`config.mk`:
```
export PLATFORM = sky130hd
export DESIGN_NAME = cpucu_core
export DESIGN_NICKNAME = d
export VERILOG_FILES = /design/src/verilog/cpucu_pkg.sv /design/src/verilog/cpucu_core.sv
export VERILOG_INCLUDE_DIRS = /design/src /design/src/verilog
export SDC_FILE = /design/constraint.sdc
export NUM_CORES = 1
export LEC_CHECK = 0
export BUFFER_PORTS_ARGS = -buffer_cell sky130_fd_sc_hd__buf_2
export CAP_MARGIN = 40
export CORE_ASPECT_RATIO = 1.2
export CORE_UTILIZATION = 55
export DETAILED_ROUTE_END_ITERATION = 8
export GPL_TIMING_DRIVEN = 0
export PLACE_DENSITY = 0.74
export SYNTH_ARGS = -nofsm -noshare
export SYNTH_HDL_FRONTEND = slang
export SYNTH_SLANG_ARGS = --single-unit
```
`constraint.sdc`:
```
create_clock -name mclk -period 7.6 [get_ports mclk]
set_input_delay 0.76 -clock mclk [delete_from_list [all_inputs] [get_ports mclk]]
set_output_delay 0.76 -clock mclk [all_outputs]
set_load 0.02 [all_outputs]
```
`src/verilog/cpucu_defs.svh`:
```
// constants of the flow-and-interrupt control unit
`ifndef CPUCU_DEFS_SVH
`define CPUCU_DEFS_SVH
// opcode prefixes
`define CPUCU_OP_FLOW 4'hB
`define CPUCU_OP_BTYPE 4'hF
// flow operation selectors in bits 11:8
`define CPUCU_SEL_JMP 4'h0
`define CPUCU_SEL_JNV 4'h8
`define CPUCU_SEL_CALL 4'h9
`define CPUCU_SEL_RTS 4'hA
`define CPUCU_SEL_RTI 4'hB
`define CPUCU_SEL_CLI 4'hC
`define CPUCU_SEL_STI 4'hD
// program counter vectors
`define CPUCU_PC_RESET 8'h00
`define CPUCU_INT_VECTOR 8'h01
// flag vector bit positions {z,c,n,v}
`define CPUCU_FLG_Z 3
`define CPUCU_FLG_C 2
`define CPUCU_FLG_N 1
`define CPUCU_FLG_V 0
// debug register offsets
`define CPUCU_REG_FLAGS 2'h0
`define CPUCU_REG_PC 2'h1
`define CPUCU_REG_STATUS 2'h2
// debug flags register fields
`define CPUCU_DBG_IE 4
`define CPUCU_DBG_IH 5
`endif

```
`src/verilog/cpucu_pkg.sv`:
```
// types of the flow-and-interrupt control unit
package cpucu_pkg;
   // controller states
   typedef enum logic [3:0]
   {
      FETCH_STATE = 4'h0,
      DECODE_STATE = 4'h1,
      BREAK_STATE = 4'h2,
      INT_REQ_STATE = 4'h3,
      EXEC_LOAD_STATE = 4'h4,
      EXEC_STORE_STATE = 4'h5,
      EXEC_MOVE_STATE = 4'h6,
      EXEC_ARITH_STATE = 4'h7,
      EXEC_LOGIC_STATE = 4'h8,
      EXEC_SHIFT_STATE = 4'h9,
      EXEC_FLOW_STATE = 4'hA,
      EXEC_IDLE_STATE = 4'hB
   } cpucu_state_type;
endpackage

```
`src/verilog/cpucu_core.sv`:
```
// control unit: fetch, flow decode, return stack and interrupt entry
`timescale 1ns/1ps
`include "cpucu_defs.svh"

////////////////////////////////////////////////////////////////////////
// Contract
// - shift controls: direction, rotate, fill, arithmetic
// - prefix 1011 absolute flow, low byte target
// - prefix 1111, sub 1011, register target
// - bits 11:8 select flow operation
// - eight flag conditions; failed keeps counter
// - flow leaves flags, interrupt return restores
// - call pushes next address, loads target
// - return pops saved address, flags untouched
// - disable clears, enable sets enable bit
// - interrupt taken after instruction, request, enable
// - single active-high request, no vectoring
// - entry pushes state, vector 0x01, disables
// - in-handler flag visible only to debug
// - interrupt return restores counter and flags
// - sixteen entry, fourteen bit return stack
// - four-bit pointer, read at pointer minus one
// - instruction register captures fetched word
// - counter reset, vector, target, return, increment
// - break in fetch halts until continue
// - one execute state per instruction group
// - vector loaded in interrupt request state
// - rising edge storage, reset to initial
module cpucu_core
#(
   parameter int STACK_DEPTH = 16
)
(
   input logic mclk,
   input logic rst,
   input logic [15:0] pmemData,
   input logic [7:0] regYData,
   input logic [3:0] aluFlags,
   input logic aluFlagsWe,
   input logic irq,
   input logic dbgBreak,
   input logic dbgContinue,
   input logic [1:0] dbgAddr,
   input logic dbgWr,
   input logic dbgRd,
   input logic [7:0] dbgWdata,
   output logic [7:0] dbgRdata_ff,
   output logic [7:0] progCounter_ff,
   output logic [15:0] instrReg_ff,
   output cpucu_pkg::cpucu_state_type state_ff,
   output logic [3:0] flags_ff,
   output logic intEnableBit_ff,
   output logic inHandler_ff,
   output logic [3:0] stackPtr_ff,
   output logic shiftRight_ff,
   output logic shiftRotate_ff,
   output logic fillFromCarry_ff,
   output logic shiftArith_ff
);

////////////////////////////////////////////////////////////////////////
// next values
cpucu_pkg::cpucu_state_type nxt_state;
logic [7:0] nxt_progCounter;
logic [15:0] nxt_instrReg;
logic [3:0] nxt_flags;
logic nxt_intEnableBit;
logic nxt_inHandler;
logic [3:0] nxt_stackPtr;
logic [7:0] nxt_dbgRdata;
logic [3:0] nxt_shiftCtl;
// stack write port
logic stackWe;
logic [13:0] stackWd;
// return stack storage
logic [13:0] stackMem [STACK_DEPTH];
// entry on top, read at pointer minus one
logic [13:0] stackTop;
// flow decode helpers
logic isAbs;
logic isInd;
logic [3:0] flowSel;
logic lowZero;
logic [7:0] flowTarget;

////////////////////////////////////////////////////////////////////////
// flag condition of a conditional jump
function automatic logic condMet(input logic [3:0] sel,
                                 input logic [3:0] flg);
   logic res;
   res = 1'b0;
   case (sel)
      4'h0: res = 1'b1; // unconditional jump
      4'h1: res = flg[`CPUCU_FLG_Z];
      4'h2: res = !flg[`CPUCU_FLG_Z];
      4'h3: res = flg[`CPUCU_FLG_C];
      4'h4: res = !flg[`CPUCU_FLG_C];
      4'h5: res = flg[`CPUCU_FLG_N];
      4'h6: res = !flg[`CPUCU_FLG_N];
      4'h7: res = flg[`CPUCU_FLG_V];
      4'h8: res = !flg[`CPUCU_FLG_V];
      default: res = 1'b0;
   endcase
   return res;
endfunction

// execute group of an instruction word
function automatic cpucu_pkg::cpucu_state_type grpOf(
   input logic [15:0] ins);
   logic [3:0] op;
   cpucu_pkg::cpucu_state_type st;
   op = (ins[15:12] == `CPUCU_OP_BTYPE) ? ins[7:4] : ins[15:12];
   st = cpucu_pkg::EXEC_IDLE_STATE;
   case (op)
      4'h0, 4'h1, 4'h2, 4'h3, 4'hA:
         st = cpucu_pkg::EXEC_ARITH_STATE;
      4'h4, 4'h5, 4'h6, 4'h8:
         st = cpucu_pkg::EXEC_LOGIC_STATE;
      // swap for the short form, shift for the long form
      4'h7:
         st = (ins[15:12] == `CPUCU_OP_BTYPE) ?
              cpucu_pkg::EXEC_SHIFT_STATE :
              cpucu_pkg::EXEC_LOGIC_STATE;
      4'h9: st = cpucu_pkg::EXEC_STORE_STATE;
      4'hB: st = cpucu_pkg::EXEC_FLOW_STATE;
      4'hC: st = cpucu_pkg::EXEC_MOVE_STATE;
      4'hD: st = cpucu_pkg::EXEC_LOAD_STATE;
      default: st = cpucu_pkg::EXEC_IDLE_STATE;
   endcase
   return st;
endfunction

////////////////////////////////////////////////////////////////////////
// flow field decode
assign isAbs = (instrReg_ff[15:12] == `CPUCU_OP_FLOW);
assign isInd = (instrReg_ff[15:12] == `CPUCU_OP_BTYPE);
// destination field used as operation selector
assign flowSel = instrReg_ff[11:8];
assign lowZero = (instrReg_ff[7:0] == 8'h00);
// target from the low byte or from the named register
assign flowTarget = isAbs ? instrReg_ff[7:0] : regYData;
// top of stack, pointer minus one
assign stackTop = stackMem[stackPtr_ff - 4'h1];

////////////////////////////////////////////////////////////////////////
// next-state and datapath-control computation
always_comb
begin
   nxt_state = state_ff;
   nxt_progCounter = progCounter_ff;
   nxt_instrReg = instrReg_ff;
   nxt_flags = flags_ff;
   nxt_intEnableBit = intEnableBit_ff;
   nxt_inHandler = inHandler_ff;
   nxt_stackPtr = stackPtr_ff;
   nxt_shiftCtl = {shiftArith_ff, fillFromCarry_ff,
                   shiftRotate_ff, shiftRight_ff};
   nxt_dbgRdata = 8'h00;
   stackWe = 1'b0;
   stackWd = 14'h0000;
   case (state_ff)
      // fetch: capture word and step counter, or halt
      cpucu_pkg::FETCH_STATE:
      begin
         if (dbgBreak)
         begin
            nxt_state = cpucu_pkg::BREAK_STATE;
         end
         else
         begin
            nxt_instrReg = pmemData;
            nxt_progCounter = progCounter_ff + 8'h01;
            // shift and rotate controls from the low bits
            nxt_shiftCtl = pmemData[3:0];
            nxt_state = cpucu_pkg::DECODE_STATE;
         end
      end
      // halted until the debug side lets go
      cpucu_pkg::BREAK_STATE:
      begin
         nxt_state = dbgContinue ? cpucu_pkg::FETCH_STATE :
                     cpucu_pkg::BREAK_STATE;
      end
      // pick the execute state of the group
      cpucu_pkg::DECODE_STATE:
      begin
         nxt_state = grpOf(instrReg_ff);
      end
      // interrupt entry: save context, jump to vector
      cpucu_pkg::INT_REQ_STATE:
      begin
         stackWe = 1'b1;
         stackWd = {progCounter_ff, flags_ff, intEnableBit_ff, inHandler_ff};
         nxt_stackPtr = stackPtr_ff + 4'h1;
         nxt_progCounter = `CPUCU_INT_VECTOR;
         nxt_intEnableBit = 1'b0;
         nxt_inHandler = 1'b1;
         nxt_state = cpucu_pkg::FETCH_STATE;
      end
      // program control group
      cpucu_pkg::EXEC_FLOW_STATE:
      begin
         if (isAbs || isInd)
         begin
            if (flowSel <= `CPUCU_SEL_JNV)
            begin
               // jump always or on a flag; failed keeps counter
               if (condMet(flowSel, flags_ff))
               begin
                  nxt_progCounter = flowTarget;
               end
            end
            else if (flowSel == `CPUCU_SEL_CALL)
            begin
               // counter already points past the call
               stackWe = 1'b1;
               stackWd = {progCounter_ff, flags_ff,
                          intEnableBit_ff, inHandler_ff};
               nxt_stackPtr = stackPtr_ff + 4'h1;
               nxt_progCounter = flowTarget;
            end
            else if (isAbs && lowZero)
            begin
               if (flowSel == `CPUCU_SEL_RTS)
               begin
                  nxt_progCounter = stackTop[13:6];
                  nxt_stackPtr = stackPtr_ff - 4'h1;
               end
               else if (flowSel == `CPUCU_SEL_RTI)
               begin
                  // counter, flags and both bits together
                  nxt_progCounter = stackTop[13:6];
                  nxt_flags = stackTop[5:2];
                  nxt_intEnableBit = stackTop[1];
                  nxt_inHandler = stackTop[0];
                  nxt_stackPtr = stackPtr_ff - 4'h1;
               end
               else if (flowSel == `CPUCU_SEL_CLI || flowSel == `CPUCU_SEL_STI)
               begin
                  // selector bit 0 is the new enable value
                  nxt_intEnableBit = flowSel[0];
               end
            end
         end
         // interrupt only once the instruction is done
         nxt_state = (irq && nxt_intEnableBit) ?
                     cpucu_pkg::INT_REQ_STATE :
                     cpucu_pkg::FETCH_STATE;
      end
      // every other execute state
      default:
      begin
         // only arithmetic, logic and shift groups take new flags
         if (aluFlagsWe &&
             (state_ff == cpucu_pkg::EXEC_ARITH_STATE ||
              state_ff == cpucu_pkg::EXEC_LOGIC_STATE ||
              state_ff == cpucu_pkg::EXEC_SHIFT_STATE))
         begin
            nxt_flags = aluFlags;
         end
         nxt_state = (irq && intEnableBit_ff) ?
                     cpucu_pkg::INT_REQ_STATE :
                     cpucu_pkg::FETCH_STATE;
      end
   endcase
   // debug write of flags while halted
   if (dbgWr && dbgAddr == `CPUCU_REG_FLAGS &&
       state_ff == cpucu_pkg::BREAK_STATE)
   begin
      nxt_flags = dbgWdata[3:0];
      nxt_intEnableBit = dbgWdata[`CPUCU_DBG_IE];
   end
   // debug read, answered the next cycle
   if (dbgRd)
   begin
      if (dbgAddr == `CPUCU_REG_FLAGS)
      begin
         nxt_dbgRdata = {2'b00, inHandler_ff,
                         intEnableBit_ff, flags_ff};
      end
      else if (dbgAddr == `CPUCU_REG_PC)
      begin
         nxt_dbgRdata = progCounter_ff;
      end
      else if (dbgAddr == `CPUCU_REG_STATUS)
      begin
         nxt_dbgRdata = {stackPtr_ff, state_ff};
      end
   end
end

////////////////////////////////////////////////////////////////////////
// control registers, asynchronous reset
always_ff @(posedge mclk or posedge rst)
begin
   if (rst)
   begin
      state_ff <= cpucu_pkg::FETCH_STATE;
      progCounter_ff <= `CPUCU_PC_RESET;
      instrReg_ff <= 16'h0000;
      flags_ff <= 4'h0;
      intEnableBit_ff <= 1'b0;
      inHandler_ff <= 1'b0;
      stackPtr_ff <= 4'h0;
      dbgRdata_ff <= 8'h00;
      shiftRight_ff <= 1'b0;
      shiftRotate_ff <= 1'b0;
      fillFromCarry_ff <= 1'b0;
      shiftArith_ff <= 1'b0;
   end
   else
   begin
      state_ff <= nxt_state;
      progCounter_ff <= nxt_progCounter;
      instrReg_ff <= nxt_instrReg;
      flags_ff <= nxt_flags;
      intEnableBit_ff <= nxt_intEnableBit;
      inHandler_ff <= nxt_inHandler;
      stackPtr_ff <= nxt_stackPtr;
      dbgRdata_ff <= nxt_dbgRdata;
      shiftRight_ff <= nxt_shiftCtl[0];
      shiftRotate_ff <= nxt_shiftCtl[1];
      fillFromCarry_ff <= nxt_shiftCtl[2];
      shiftArith_ff <= nxt_shiftCtl[3];
   end
end

////////////////////////////////////////////////////////////////////////
// stack storage, no overflow check by design
always_ff @(posedge mclk)
begin
   if (stackWe)
   begin
      stackMem[stackPtr_ff] <= stackWd;
   end
end
endmodule

```
# ---- After elaboration in Yosys (flattened, before gate mapping)
# Memories as Yosys holds them, arrays and structs flattened.
# Index checks and enable logic that the tools add are counted.
# W data, S select, Z words.
dict set report totals {
  romBits 0
  mem_bits_rw 224
  reg_bits 50
  latchBits 0
  mem_count 1
  out_inout_bits 50
  in_bits 46
}
dict set report op_classes {
  magnitude_cmp 1
  add_sub_neg 3
  div_mod_pow 0
  multipliers 0
  n_shift 0
  reduce_logical 31
  bitwise_logic 1
  eq_ne 56
  mux 69
}
# name words width rd rd_clocked_by_memory_dff wr line_no
set memory_table {}
lappend memory_table {stackMem 16 14 1 0 1 cpucu_core.sv:76} ;# logic [13:0] stackMem [STACK_DEPTH];
# operator count
set op_table {}
lappend op_table {{$mux W8} 13}
lappend op_table {{$eq A4 B4 Y1 const B} 17}
lappend op_table {{$mux W4} 15}
lappend op_table {{$mux W14} 3}
lappend op_table {{$eq A4 B3 Y1 const B} 9}
lappend op_table {{$pmux W14 S2} 1}
lappend op_table {{$pmux W4 S7} 1}
lappend op_table {{$eq A4 B2 Y1 const B} 6}
lappend op_table {{$mux W1} 24}
lappend op_table {{$ne A3 B3 Y1 const B} 8}
lappend op_table {{$pmux W8 S3} 1}
lappend op_table {{$pmux W4 S5} 1}
lappend op_table {{$pmux W4 S2} 2}
lappend op_table {{$ne A2 B2 Y1 const B} 7}
lappend op_table {{$eq A4 B1 Y1 const B} 3}
lappend op_table {{$logic_not A4 Y1} 3}
lappend op_table {{$pmux W1 S9} 1}
lappend op_table {{$reduce_bool A3 Y1} 3}
lappend op_table {{$add A8 B1 Y8 const B} 1}
lappend op_table {{$logic_not A8 Y1} 1}
lappend op_table {{$mux W2} 4}
lappend op_table {{$ne A4 B4 Y1 const B} 2}
lappend op_table {{$reduce_and A8 Y1} 1}
lappend op_table {{$reduce_or A4 Y1} 2}
lappend op_table {{19 further kinds} 32}

# ---- Longest topological paths before layout
# Gate-level depths: netlist of run 1.
dict set report depth {
  word_depth 13
  mapped_depth 13
  mapped_depth_nobuf 8
}

# ---- Least setup slack after synthesis of run 1
# OpenSTA, ideal clock, no wires.
dict set report synth_path {
  kind {flip-flop to flip-flop}
  start {register stackPtr_ff[0]}
  end {register inHandler_ff}
  setup_slack_ps 4269
  setup_time_ps 121
  path_stages_with_launch 12
  t_required_ps 7479
  arrival_time_ps 3210
  path_buffers 5
  cell_sequence {dfrtp_1 > buf_4 > buf_4 > buf_4 > inv_2 > ha_1 > clkbuf_1 > clkbuf_1 > mux4_2 > mux4_2 > nor3_1 > nor2_1}
}
dict set report synth_between {
  elab_chain_len 9
}
# item line_no
set synth_lines {}
lappend synth_lines {{start: declaration} cpucu_core.sv:54} ;# output logic [3:0] stackPtr_ff,
lappend synth_lines {{start signal: assignment} cpucu_core.sv:319} ;# stackPtr_ff <= nxt_stackPtr;
lappend synth_lines {{$sub A4 B1 Y4} cpucu_core.sv:143} ;# assign stackTop = stackMem[stackPtr_ff - 4'h1];
lappend synth_lines {{$mem_v2 Z16 W14} -}
lappend synth_lines {{$mux W1} cpucu_core.sv:229} ;# else if (flowSel == `CPUCU_SEL_RTI)
lappend synth_lines {{$mux W1} cpucu_core.sv:224} ;# if (flowSel == `CPUCU_SEL_RTS)
lappend synth_lines {{$mux W1} cpucu_core.sv:222} ;# else if (isAbs && lowZero)
lappend synth_lines {{$mux W1} cpucu_core.sv:213} ;# else if (flowSel == `CPUCU_SEL_CALL)
lappend synth_lines {{$mux W1} cpucu_core.sv:205} ;# if (flowSel <= `CPUCU_SEL_JNV)
lappend synth_lines {{$mux W1} cpucu_core.sv:203} ;# if (isAbs || isInd)
lappend synth_lines {{$pmux W1 S2} cpucu_core.sv:161} ;# case (state_ff)
lappend synth_lines {{end signal: assignment} cpucu_core.sv:318} ;# inHandler_ff <= nxt_inHandler;
lappend synth_lines {{end: declaration} cpucu_core.sv:53} ;# output logic inHandler_ff,
# Every way passes these cells. The select of a mux whose other input is x is not followed.
# A chain may end at the register's enable or synchronous reset.

# ---- Worst setup path in the final report of run 1
dict set report layout_path {
  start {register stackPtr_ff[0]}
  end {register progCounter_ff[6]}
}
dict set report layout_between {
  elab_chain_len 9
}
# item line_no
set layout_lines {}
lappend layout_lines {{$sub A4 B1 Y4 (*)} cpucu_core.sv:143}
lappend layout_lines {{$mem_v2 Z16 W14 (*)} -}
lappend layout_lines {{$mux W8} cpucu_core.sv:229}
lappend layout_lines {{$mux W8 (*)} cpucu_core.sv:224}
lappend layout_lines {{$mux W8 (*)} cpucu_core.sv:222}
lappend layout_lines {{$mux W8 (*)} cpucu_core.sv:213}
lappend layout_lines {{$mux W8 (*)} cpucu_core.sv:205}
lappend layout_lines {{$mux W8 (*)} cpucu_core.sv:203}
lappend layout_lines {{$pmux W8 S3 (*)} cpucu_core.sv:161}
lappend layout_lines {{end signal: assignment} cpucu_core.sv:299} ;# progCounter_ff <= `CPUCU_PC_RESET;
lappend layout_lines {{end signal: assignment} cpucu_core.sv:314} ;# progCounter_ff <= nxt_progCounter;
lappend layout_lines {{end: declaration} cpucu_core.sv:48} ;# output logic [7:0] progCounter_ff,
# Every way passes the cells marked *; elsewhere a longest branch is shown, timed or not. The select of a mux whose other input is x is not followed.

==> results of run 1 <==
## final timing paths
check	from	end	slack (ns)
worst max-delay path	stackPtr_ff[0]	progCounter_ff[6]	3.17
worst min-delay path	rst	flags_ff[1]	0.17
worst max register to register	stackPtr_ff[0]	progCounter_ff[6]	3.17
worst min register to register	instrReg_ff[7]	instrReg_ff[7]	0.61
max in group asynchronous	rst	instrReg_ff[2]	6.94
min in group mclk	pmemData[8]	instrReg_ff[8]	0.46
## cell type report
cell class / count / area (µm²)
Clock inverter: 13 / 168
Inverter: 10 / 37.5
Multi-Input combinational cell: 421 / 3580
Fill cell: 1437 / 7280
Sequential cell: 270 / 7880
Timing Repair Buffer: 108 / 749
Clock buffer: 29 / 641
Tap cell: 270 / 338
Buffer: 47 / 228
## kinds of logic (layout without fill, tap and decap cells)
family	after synthesis	count (layout)	synth area share, %
DFF	270	270	67.2
and+or+nand+nor	213	213	9.65
AOI/OAI and AO/OA	103	103	6.00
muxes	93	93	13.7
buffers and inverters	57	207	2.26
xor gates and xnor gates	7	7	0.651
adders and majority gates	5	5	0.534
## registers in the layout, summed over array words and instances, names as in the netlist
| name | cells |
|---|---|
| stackMem | 224 |
| flags_ff | 4 |
| state_ff | 4 |
| stackPtr_ff | 4 |
| inHandler_ff | 1 |
| progCounter_ff | 8 |
| intEnableBit_ff | 1 |
| instrReg_ff | 16 |
| dbgRdata_ff | 8 |
## through the flow
stage          setup slack, ns  hold slack [ns]  instance area, µm²
3_5_place_dp              3.16            0.589               12800
6_report                  3.17            0.171               13600
2_1_floorplan             4.27            0.641               11700
4_1_cts                   3.14            0.173               13600
5_1_grt                   2.95            0.187               13600
3_3_place_gp              3.28            0.582               12500
## per-layer routing
layer,vias to the layer above,track usage [%]
met5,-,0
li1,3220,-
met3,82,4.21
met2,452,48.0
met4,0,11.3
met1,3763,37.7
## cells in the mapped netlist (9+ instances only)
| master | number | area share, % |
|---|---|---|
| nor2_1 | 21 | 0.67 |
| o21ai_0 | 18 | 0.77 |
| clkbuf_1 | 27 | 0.86 |
| mux4_2 | 51 | 9.8 |
| nor2b_1 | 14 | 0.75 |
| a21oi_1 | 17 | 0.73 |
| nor3_1 | 10 | 0.43 |
| buf_2 | 11 | 0.47 |
| nand2_1 | 68 | 2.2 |
| edfxtp_1 | 224 | 57 |
| dfrtp_1 | 46 | 9.8 |
| nand3_1 | 19 | 0.81 |
| mux2i_1 | 23 | 2.0 |
| inv_1 | 9 | 0.29 |
| and2_1 | 15 | 0.80 |
| mux2_2 | 18 | 1.7 |
| and3_1 | 31 | 1.7 |
## power breakdown
group          total [mW]  internal [mW]  leakage (nW)  switching [mW]
combinational        2.26          0.894          2.01            1.37
clock                1.26          0.736         0.384           0.520
sequential           1.95           1.77          2.57           0.178
==> results.toml, run 1 <==
[run_status]
status = "complete, no violations"

[detailed_routing]
via_count = 7517
drt_first_pass_iters = 5
met2_length_um = 15100
met3_length_um = 2710
top_layer_used = "met4"
wire_per_inst_um = 25.9
ant_nets = 0
viasPerCell = 6.44
drc = 0
drtIter0Drc = 865
wirelength_um = 30200
wirelength_met1_um = 11400

[finish]
nets = 934
antenna_cells = 0
utilization_pct = 65.2
fin_cells = 1168
layout_commonest_cell = "edfxtp_1"
final_cell_mix = "edfxtp_1, buf_2, nand2_1, mux4_2, dfrtp_1"
syn_to_final_growth_pct = 16.2
drive_gt1_share_pct = 26.5

[clock_network]
clkTransAtPathRegs_ns = 0.07
clock_path_buffers = 3
worstSkewPairLatency_ns = 0.52
root_buffer = "clkbuf_16"
cts_setup_buffers = 0
cts_sinks = 270
h-tree-depth = 1
cts_tree = "done"
cts.hold.buffers_added = 0
cts-resized-gates = 0
cts_buffers = 25

[setup_path]
cp_slowest_cell = "clkbuf_1"
cp_num_cells = 12
critPathMaxFanout = 10
critical_path.top_delay_family = "buffers and inverters"
critPathBufInv = 6
criticalPathCategory = "reg -> reg"
ff2ff_path_depth = 12
cp_cell_sequence = "buf_4, buf_4, buf_4, inv_2, ha_1, clkbuf_1, clkbuf_1, mux4_2, mux2i_1, a32oi_1, a31oi_1, o21ai_1"
arrival_ns = 4.82
crit_top_cell = "buf_4"
cp_data_required_time_ns = 7.99
endpoint_kind = "flip-flop"
critical-path-max-stage-delay_ns = 0.71
start_kind = "flip-flop"

[power]
total_power_mw = 5.46
p_leak_nw = 4.97
power_density_nw_per_um2 = 401
irDropWorstVdd_uv = 246

[synth]
synthArstFlopShare_pct = 17.0
synth_cell_types = 58
netlist_area_um2 = 11700
postSynthAreaPerCell_um2 = 15.7
yosysWarnings = 0
synth_cells = 748
synth_edf_count = 224
synth_nets = 799
synth-main-ff-cell = "edfxtp_1"
yosysSeqAreaShare_pct = 67.2
ys_seq_elements = 270

[sta]
slew_violations = 0
finalSetupTns_ns = 0
finalCriticalPeriod_ns = 4.43
fin_crit_sh_pct = 58.2
clock_skew_ns = 0.0132
finalSetupViolations = 0
max_freq_mhz = 226
max_slew_margin_pct = 41.1
hold_viol_final = 0
rsz0062_at_grt = "no"
tightest_slew_ns = 0.883

[hold_path]
hold_class = "in -> async"

[place]
dp_cells = 1126
io_buffer_count = 91
gp_congestion = 0.981
dp_hpwl_um = 20500

[floorplan]
start_util_pct = 56.1
fp.dieH_um = 162
pin_count = 96
rows = 58
core-area_um2 = 20900
die_w_um = 135
fp.dieArea_um2 = 21900

[grt]
grt_pass1_vias = 7345
grt_max_degree = 35
grt_pass1_wl_um = 45100
grt_overflow = 0
grt_usage_pct = 28.6
antenna_found_initial = 0

[flow_run]
drv_cap = 0
(Power assumes the default switching activity.)
==> run 2, diff against run 1 <==
Settings changed: CORE_UTILIZATION 55 to 54, PLACE_DENSITY 0.74 to 0.76.
Clock period 7.6 ns to 3.87 ns, I/O delays scaled along.
==> run 2 against run 1 <==
Against the previous run: worst setup slack got worse by 3.0 ns; sequential share of layout area is 0.14 points lower; critical path depth stayed put; non-clock buffer count increased by 5; utilization fell by 0.52 points; final cell count rose by 0.94%; register-to-register slack lost 3.0 ns; critical endpoint is now progCounter_ff[5]; largest power group unchanged; highest routed layer unchanged.
==> results.toml, run 2 (synthesis results as in run 1) <==
[run_status]
status = "complete, no violations"

[detailed_routing]
viasPerCell = 6.44
drtIter0Drc = 817
drt_first_pass_iters = 6
wirelength_um = 30800
ant_nets = 0
via_count = 7596
drc = 0
wire_per_inst_um = 26.1

[setup_path]
critPathBufInv = 6
critical_path.top_delay_family = "buffers and inverters"
criticalPathCategory = "reg -> reg"
r2r_setup_slack_ns = 0.18
critical-path-max-stage-delay_ns = 0.54
timing.rr.start = "stackPtr_ff[0]"
cp_cell_sequence = "buf_4, buf_6, buf_6, inv_2, ha_1, xor2_4, buf_4, buf_2, mux2i_1, o22ai_1, nor3_1, o31ai_1"
start_kind = "flip-flop"
endpoint_kind = "flip-flop"
cp-startpoint = "stackPtr_ff[0]"
cp_data_required_time_ns = 4.29
arrival_ns = 4.10
critPathMaxFanout = 10
ff2ff_path_depth = 12
rr_endpoint = "progCounter_ff[5]"
cp_slowest_cell = "dfrtp_1"

[grt]
grt_usage_pct = 28.2
grt_overflow = 0
grt_pass1_wl_um = 45100
grt_max_degree = 36
grt_pass1_vias = 7334
antenna_found_initial = 0

[power]
p_leak_nw = 4.99
pwr-share-seq_pct = 35.7
intPower_mw = 6.57
irDropWorstVdd_uv = 474
combPwrFrac_pct = 42.5
power_density_nw_per_um2 = 787
total_power_mw = 10.7
p_sw_mw = 4.18
power_frac_clock_pct = 21.9
switching_share_pct = 38.8

[sta]
clock_skew_ns = 0.0162
finalSetupViolations = 0
postLayoutSetupSlackWorst_ns = 0.184
slew_violations = 0
hold_viol_final = 0
max_slew_margin_pct = 47.2
rsz0062_at_grt = "no"
fin_crit_sh_pct = 95.2
finalCriticalPeriod_ns = 3.69
holdWs_ns = 0.0786
tightest_slew_ns = 0.787
max_freq_mhz = 271

[place]
io_buffer_count = 91
gp_congestion = 0.976
place_ws_ns = -0.516
dp_hpwl_um = 20300

[clock_network]
h-tree-depth = 1
cts_tree = "done"
root_buffer = "clkbuf_16"
clkTransAtPathRegs_ns = 0.07
cts_buffers = 26
clock_path_buffers = 3
cts_sinks = 270
worstSkewPairLatency_ns = 0.54

[flow_run]
drv_cap = 0

[hold_path]
worstHoldPathCells = 2
hold_class = "in -> reg"
holdPathEnd = "instrReg_ff[7]"
hold_path_startpoint = "pmemData[7]"

[floorplan]
fp.dieH_um = 163
rows = 58
fp.dieArea_um2 = 22300
pin_count = 96
die_w_um = 137
core-area_um2 = 21100
start_util_pct = 55.5

[finish]
drive_gt1_share_pct = 27.8
layout_commonest_cell = "edfxtp_1"
regMostFlops = "stackMem"
final_cell_mix = "edfxtp_1, buf_2, nand2_1, mux4_2, dfrtp_1"
fill_cells = 1442
syn_to_final_growth_pct = 16.4
antenna_cells = 0
nets = 940
reg_top3 = "stackMem x224, instrReg_ff x16"
largest_reg_flops = 224
[run 2: cell count changes in the layout (fill, tap and decap cells not counted), moves of 2 or more]
cell and change:
clkbuf_2 +6, buf_16 -3, clkinv_2 +2, buf_8 +4, clkbuf_1 -6, clkinv_4 +3, buf_4 +3, bufinv_16 -4
clkinv_1 +2, clkbuf_16 +2
[run 2: repair_timing]
action / 4_1_cts / 5_1_grt
pin swaps: 0 / 1
hold buffers: 1 / 0
buffers inserted: 0 / 4
setup endpoints to repair: 15 / 6
resized for setup: 9 / 3
endpoints found under the hold margin: 11 / 0
[run 2: worst max path at each step]
stage,slack (ns),endpoint,cells past startpoint
2_1_floorplan,0.54,inHandler_ff,11
3_3_place_gp,-0.36,progCounter_ff[6],12
3_5_place_dp,-0.52,progCounter_ff[6],12
4_1_cts,0.03,state_ff[0],12
5_1_grt,0.01,state_ff[0],12
6_report,0.18,progCounter_ff[5],12
[run 2: metrics by stage]
step	setup TNS, ns	instance area (µm²)	util (%)	cells
detailed placement	-4.99	12800	60.5	1126
floorplan	0	11700	-	748
finish	0	13700	64.6	1179
global route	0	13700	64.6	1179
CTS	0	13600	64.4	1175
global placement	-3.40	12500	59.3	1109
[run 2: final cells by class]
type	instances	area [µm²]	area share (%)
Sequential cell	270	7880	57.7
Multi-Input combinational cell	421	3610	26.5
Timing Repair Buffer	113	756	5.54
Clock buffer	31	691	5.06
Tap cell	270	338	2.47
Buffer	47	245	1.80
Clock inverter	17	96.3	0.706
Inverter	10	37.5	0.275
[run 2: worst reg2reg max path: stages, from the launching register on]
cell,delay [ns]
dfrtp_1,0.54
buf_4,0.29
buf_6,0.23
buf_6,0.24
inv_2,0.11
ha_1,0.40
xor2_4,0.32
buf_4,0.28
buf_2,0.34
mux2i_1,0.34
o22ai_1,0.17
nor3_1,0.21
o31ai_1,0.09
[run 2: power groups by stage]
| stage | registers (mW) | logic, mW | clock network, mW |
|---|---|---|---|
| 2_1_floorplan | 3.96 | 2.80 | 0 |
| 3_3_place_gp | 3.86 | 4.24 | 0 |
| 3_5_place_dp | 3.87 | 4.37 | 0 |
| 4_1_cts | 3.81 | 4.44 | 2.37 |
| 5_1_grt | 3.85 | 4.85 | 2.51 |
| 6_report | 3.83 | 4.56 | 2.35 |
[run 2: per-layer routing]
metal / up-vias / share of wire, % / global-route usage, %
li1: 3243 / - / -
met1: 3734 / 36 / 36.6
met2: 512 / 49 / 45.8
met3: 107 / 9.9 / 5.25
met4: 0 / 5.0 / 13.4
met5: - / 0 / 0
==> run 3, diff against run 2 <==
Settings changed: HOLD_SLACK_MARGIN set to 0.15.
==> run 3 against run 2 <==
Against the previous run: fmax down 0.31%; clock power hardly changed; routed wire length increased by 0.90%; flip-flop and latch count stayed put; critical endpoint unchanged; highest routed layer unchanged.
==> results.toml, run 3 (synthesis results as in run 1) <==
[sta]
hold_viol_final = 0
postLayoutSetupSlackWorst_ns = 0.173
clock_skew_ns = 0.0191
rsz0062_at_grt = "no"
slew_violations = 0
tightest_slew_ns = 0.774
finalCriticalPeriod_ns = 3.70
max_freq_mhz = 270
max_slew_margin_pct = 48.1
finalSetupTns_ns = 0
holdWs_ns = 0.164
finalSetupViolations = 0
fin_crit_sh_pct = 95.5

[clock_network]
cts_sinks = 270
cts_buffers = 26
clkTransAtPathRegs_ns = 0.07
worstSkewPairLatency_ns = 0.54
clock_path_buffers = 3
h-tree-depth = 1
cts_tree = "done"
root_buffer = "clkbuf_16"

[grt]
grt_max_degree = 36
antenna_found_initial = 0
grtUsageMet2_pct = 47.0
grt_usage_pct = 28.6
grt_pass1_vias = 7483
use_met3_pct = 5.25
grtUsageMet1_pct = 36.8
busiest_layer = "met2"
grt_overflow = 0
grt_pass1_wl_um = 45700

[floorplan]
rows = 58
start_util_pct = 55.5
fp.dieH_um = 163
pin_count = 96
die_w_um = 137
core-area_um2 = 21100
fp.dieArea_um2 = 22300

[finish]
largest_reg_flops = 224
syn_to_final_growth_pct = 18.1
layout_commonest_cell = "edfxtp_1"
reg_top3 = "stackMem x224, instrReg_ff x16"
nets = 959
design_area_um2 = 13800
antenna_cells = 0
drive_gt1_share_pct = 27.3
final_cell_mix = "edfxtp_1, buf_2, nand2_1, mux4_2, dfrtp_1"
regMostFlops = "stackMem"

[setup_path]
cp_cell_sequence = "buf_4, buf_6, buf_6, inv_2, ha_1, xor2_4, buf_4, buf_2, mux2i_1, o22ai_1, nor3_1, o31ai_1"
cp_slowest_cell = "dfrtp_1"
critPathMaxFanout = 10
start_kind = "flip-flop"
endpoint_kind = "flip-flop"
critical-path-max-stage-delay_ns = 0.53
timing.rr.start = "stackPtr_ff[0]"
criticalPathCategory = "reg -> reg"
cp_data_required_time_ns = 4.29
r2r_setup_slack_ns = 0.17
cp-startpoint = "stackPtr_ff[0]"
rr_endpoint = "progCounter_ff[5]"
ff2ff_path_depth = 12
arrival_ns = 4.12
critPathCapture = "progCounter_ff[5]"

[place]
dp_hpwl_um = 20300
gp_congestion = 0.976
io_buffer_count = 91
dpl-instance-area_um2 = 12800
place_ws_ns = -0.516

[detailed_routing]
wirelength_um = 31100
wire_per_inst_um = 25.9
drtIter0Drc = 822
viasPerCell = 6.39
drt_first_pass_iters = 7
drc = 0
ant_nets = 0
via_count = 7653

[power]
total_power_mw = 10.8
power_density_nw_per_um2 = 778
irDropWorstVdd_uv = 523
p_leak_nw = 5.07

[flow_run]
drv_cap = 0

[run_status]
status = "complete, no violations"

[hold_path]
hold_class = "in -> reg"
[run 3: cell type report]
type | count | area [µm²]
buffer | 47 | 245
clock inverter | 17 | 96.3
fill | 1407 | 7280
tap | 270 | 338
inverter | 10 | 37.5
sequential | 270 | 7880
timing repair buffer | 132 | 946
multi-input combinational | 421 | 3610
clock buffer | 31 | 691
[run 3: power by group]
group | switching, mW | internal, mW | total (mW)
clock | 1.08 | 1.28 | 2.35
combinational | 2.74 | 1.84 | 4.58
sequential | 0.358 | 3.47 | 3.83
[run 3: worst min-delay path by stage]
stage / startpoint / cells after the start / to / slack, ns
CTS: dbgRd / 2 / dbgRdata_ff[4] / 0.15
global placement: instrReg_ff[1] / 1 / instrReg_ff[1] / 0.58
global route: dbgRd / 2 / dbgRdata_ff[4] / 0.16
detailed placement: rst / 2 / dbgRdata_ff[4] / 0.33
floorplan: dbgRd / 1 / dbgRdata_ff[0] / 0.52
finish: dbgRd / 2 / dbgRdata_ff[4] / 0.16
[run 3: worst max-delay path: cells and delay by family (launching register included)]
kind | cells | cell delay, ns
buffers and inverters | 6 | 1.47
adders and majority gates | 1 | 0.40
DFF | 1 | 0.53
muxes | 1 | 0.34
and+or+nand+nor | 1 | 0.21
AOI/OAI and AO/OA | 2 | 0.26
xor gates and xnor gates | 1 | 0.32
[run 3: timing repair]
action / in CTS / in global routing
hold buffers: 20 / 0
gates cloned: 0 / 0
setup buffers: 0 / 4
hold endpoints to repair: 65 / 0
gates resized for setup: 9 / 3
pin swaps: 0 / 1
setup endpoints to repair: 15 / 8
[run 3: stage by stage]
step	instances	utilization, %
after global routing	1198	65.5
after CTS	1194	65.3
after detailed placement	1126	60.5
after floorplan	748	-
after global placement	1109	59.3
final	1198	65.5
[run 3: metal layers]
| layer | part of all wire [%] | wire length (µm) |
|---|---|---|
| met2 | 49 | 15100 |
| met1 | 36 | 11200 |
| met4 | 5.1 | 1580 |
| met5 | 0 | 0 |
| met3 | 10 | 3190 |
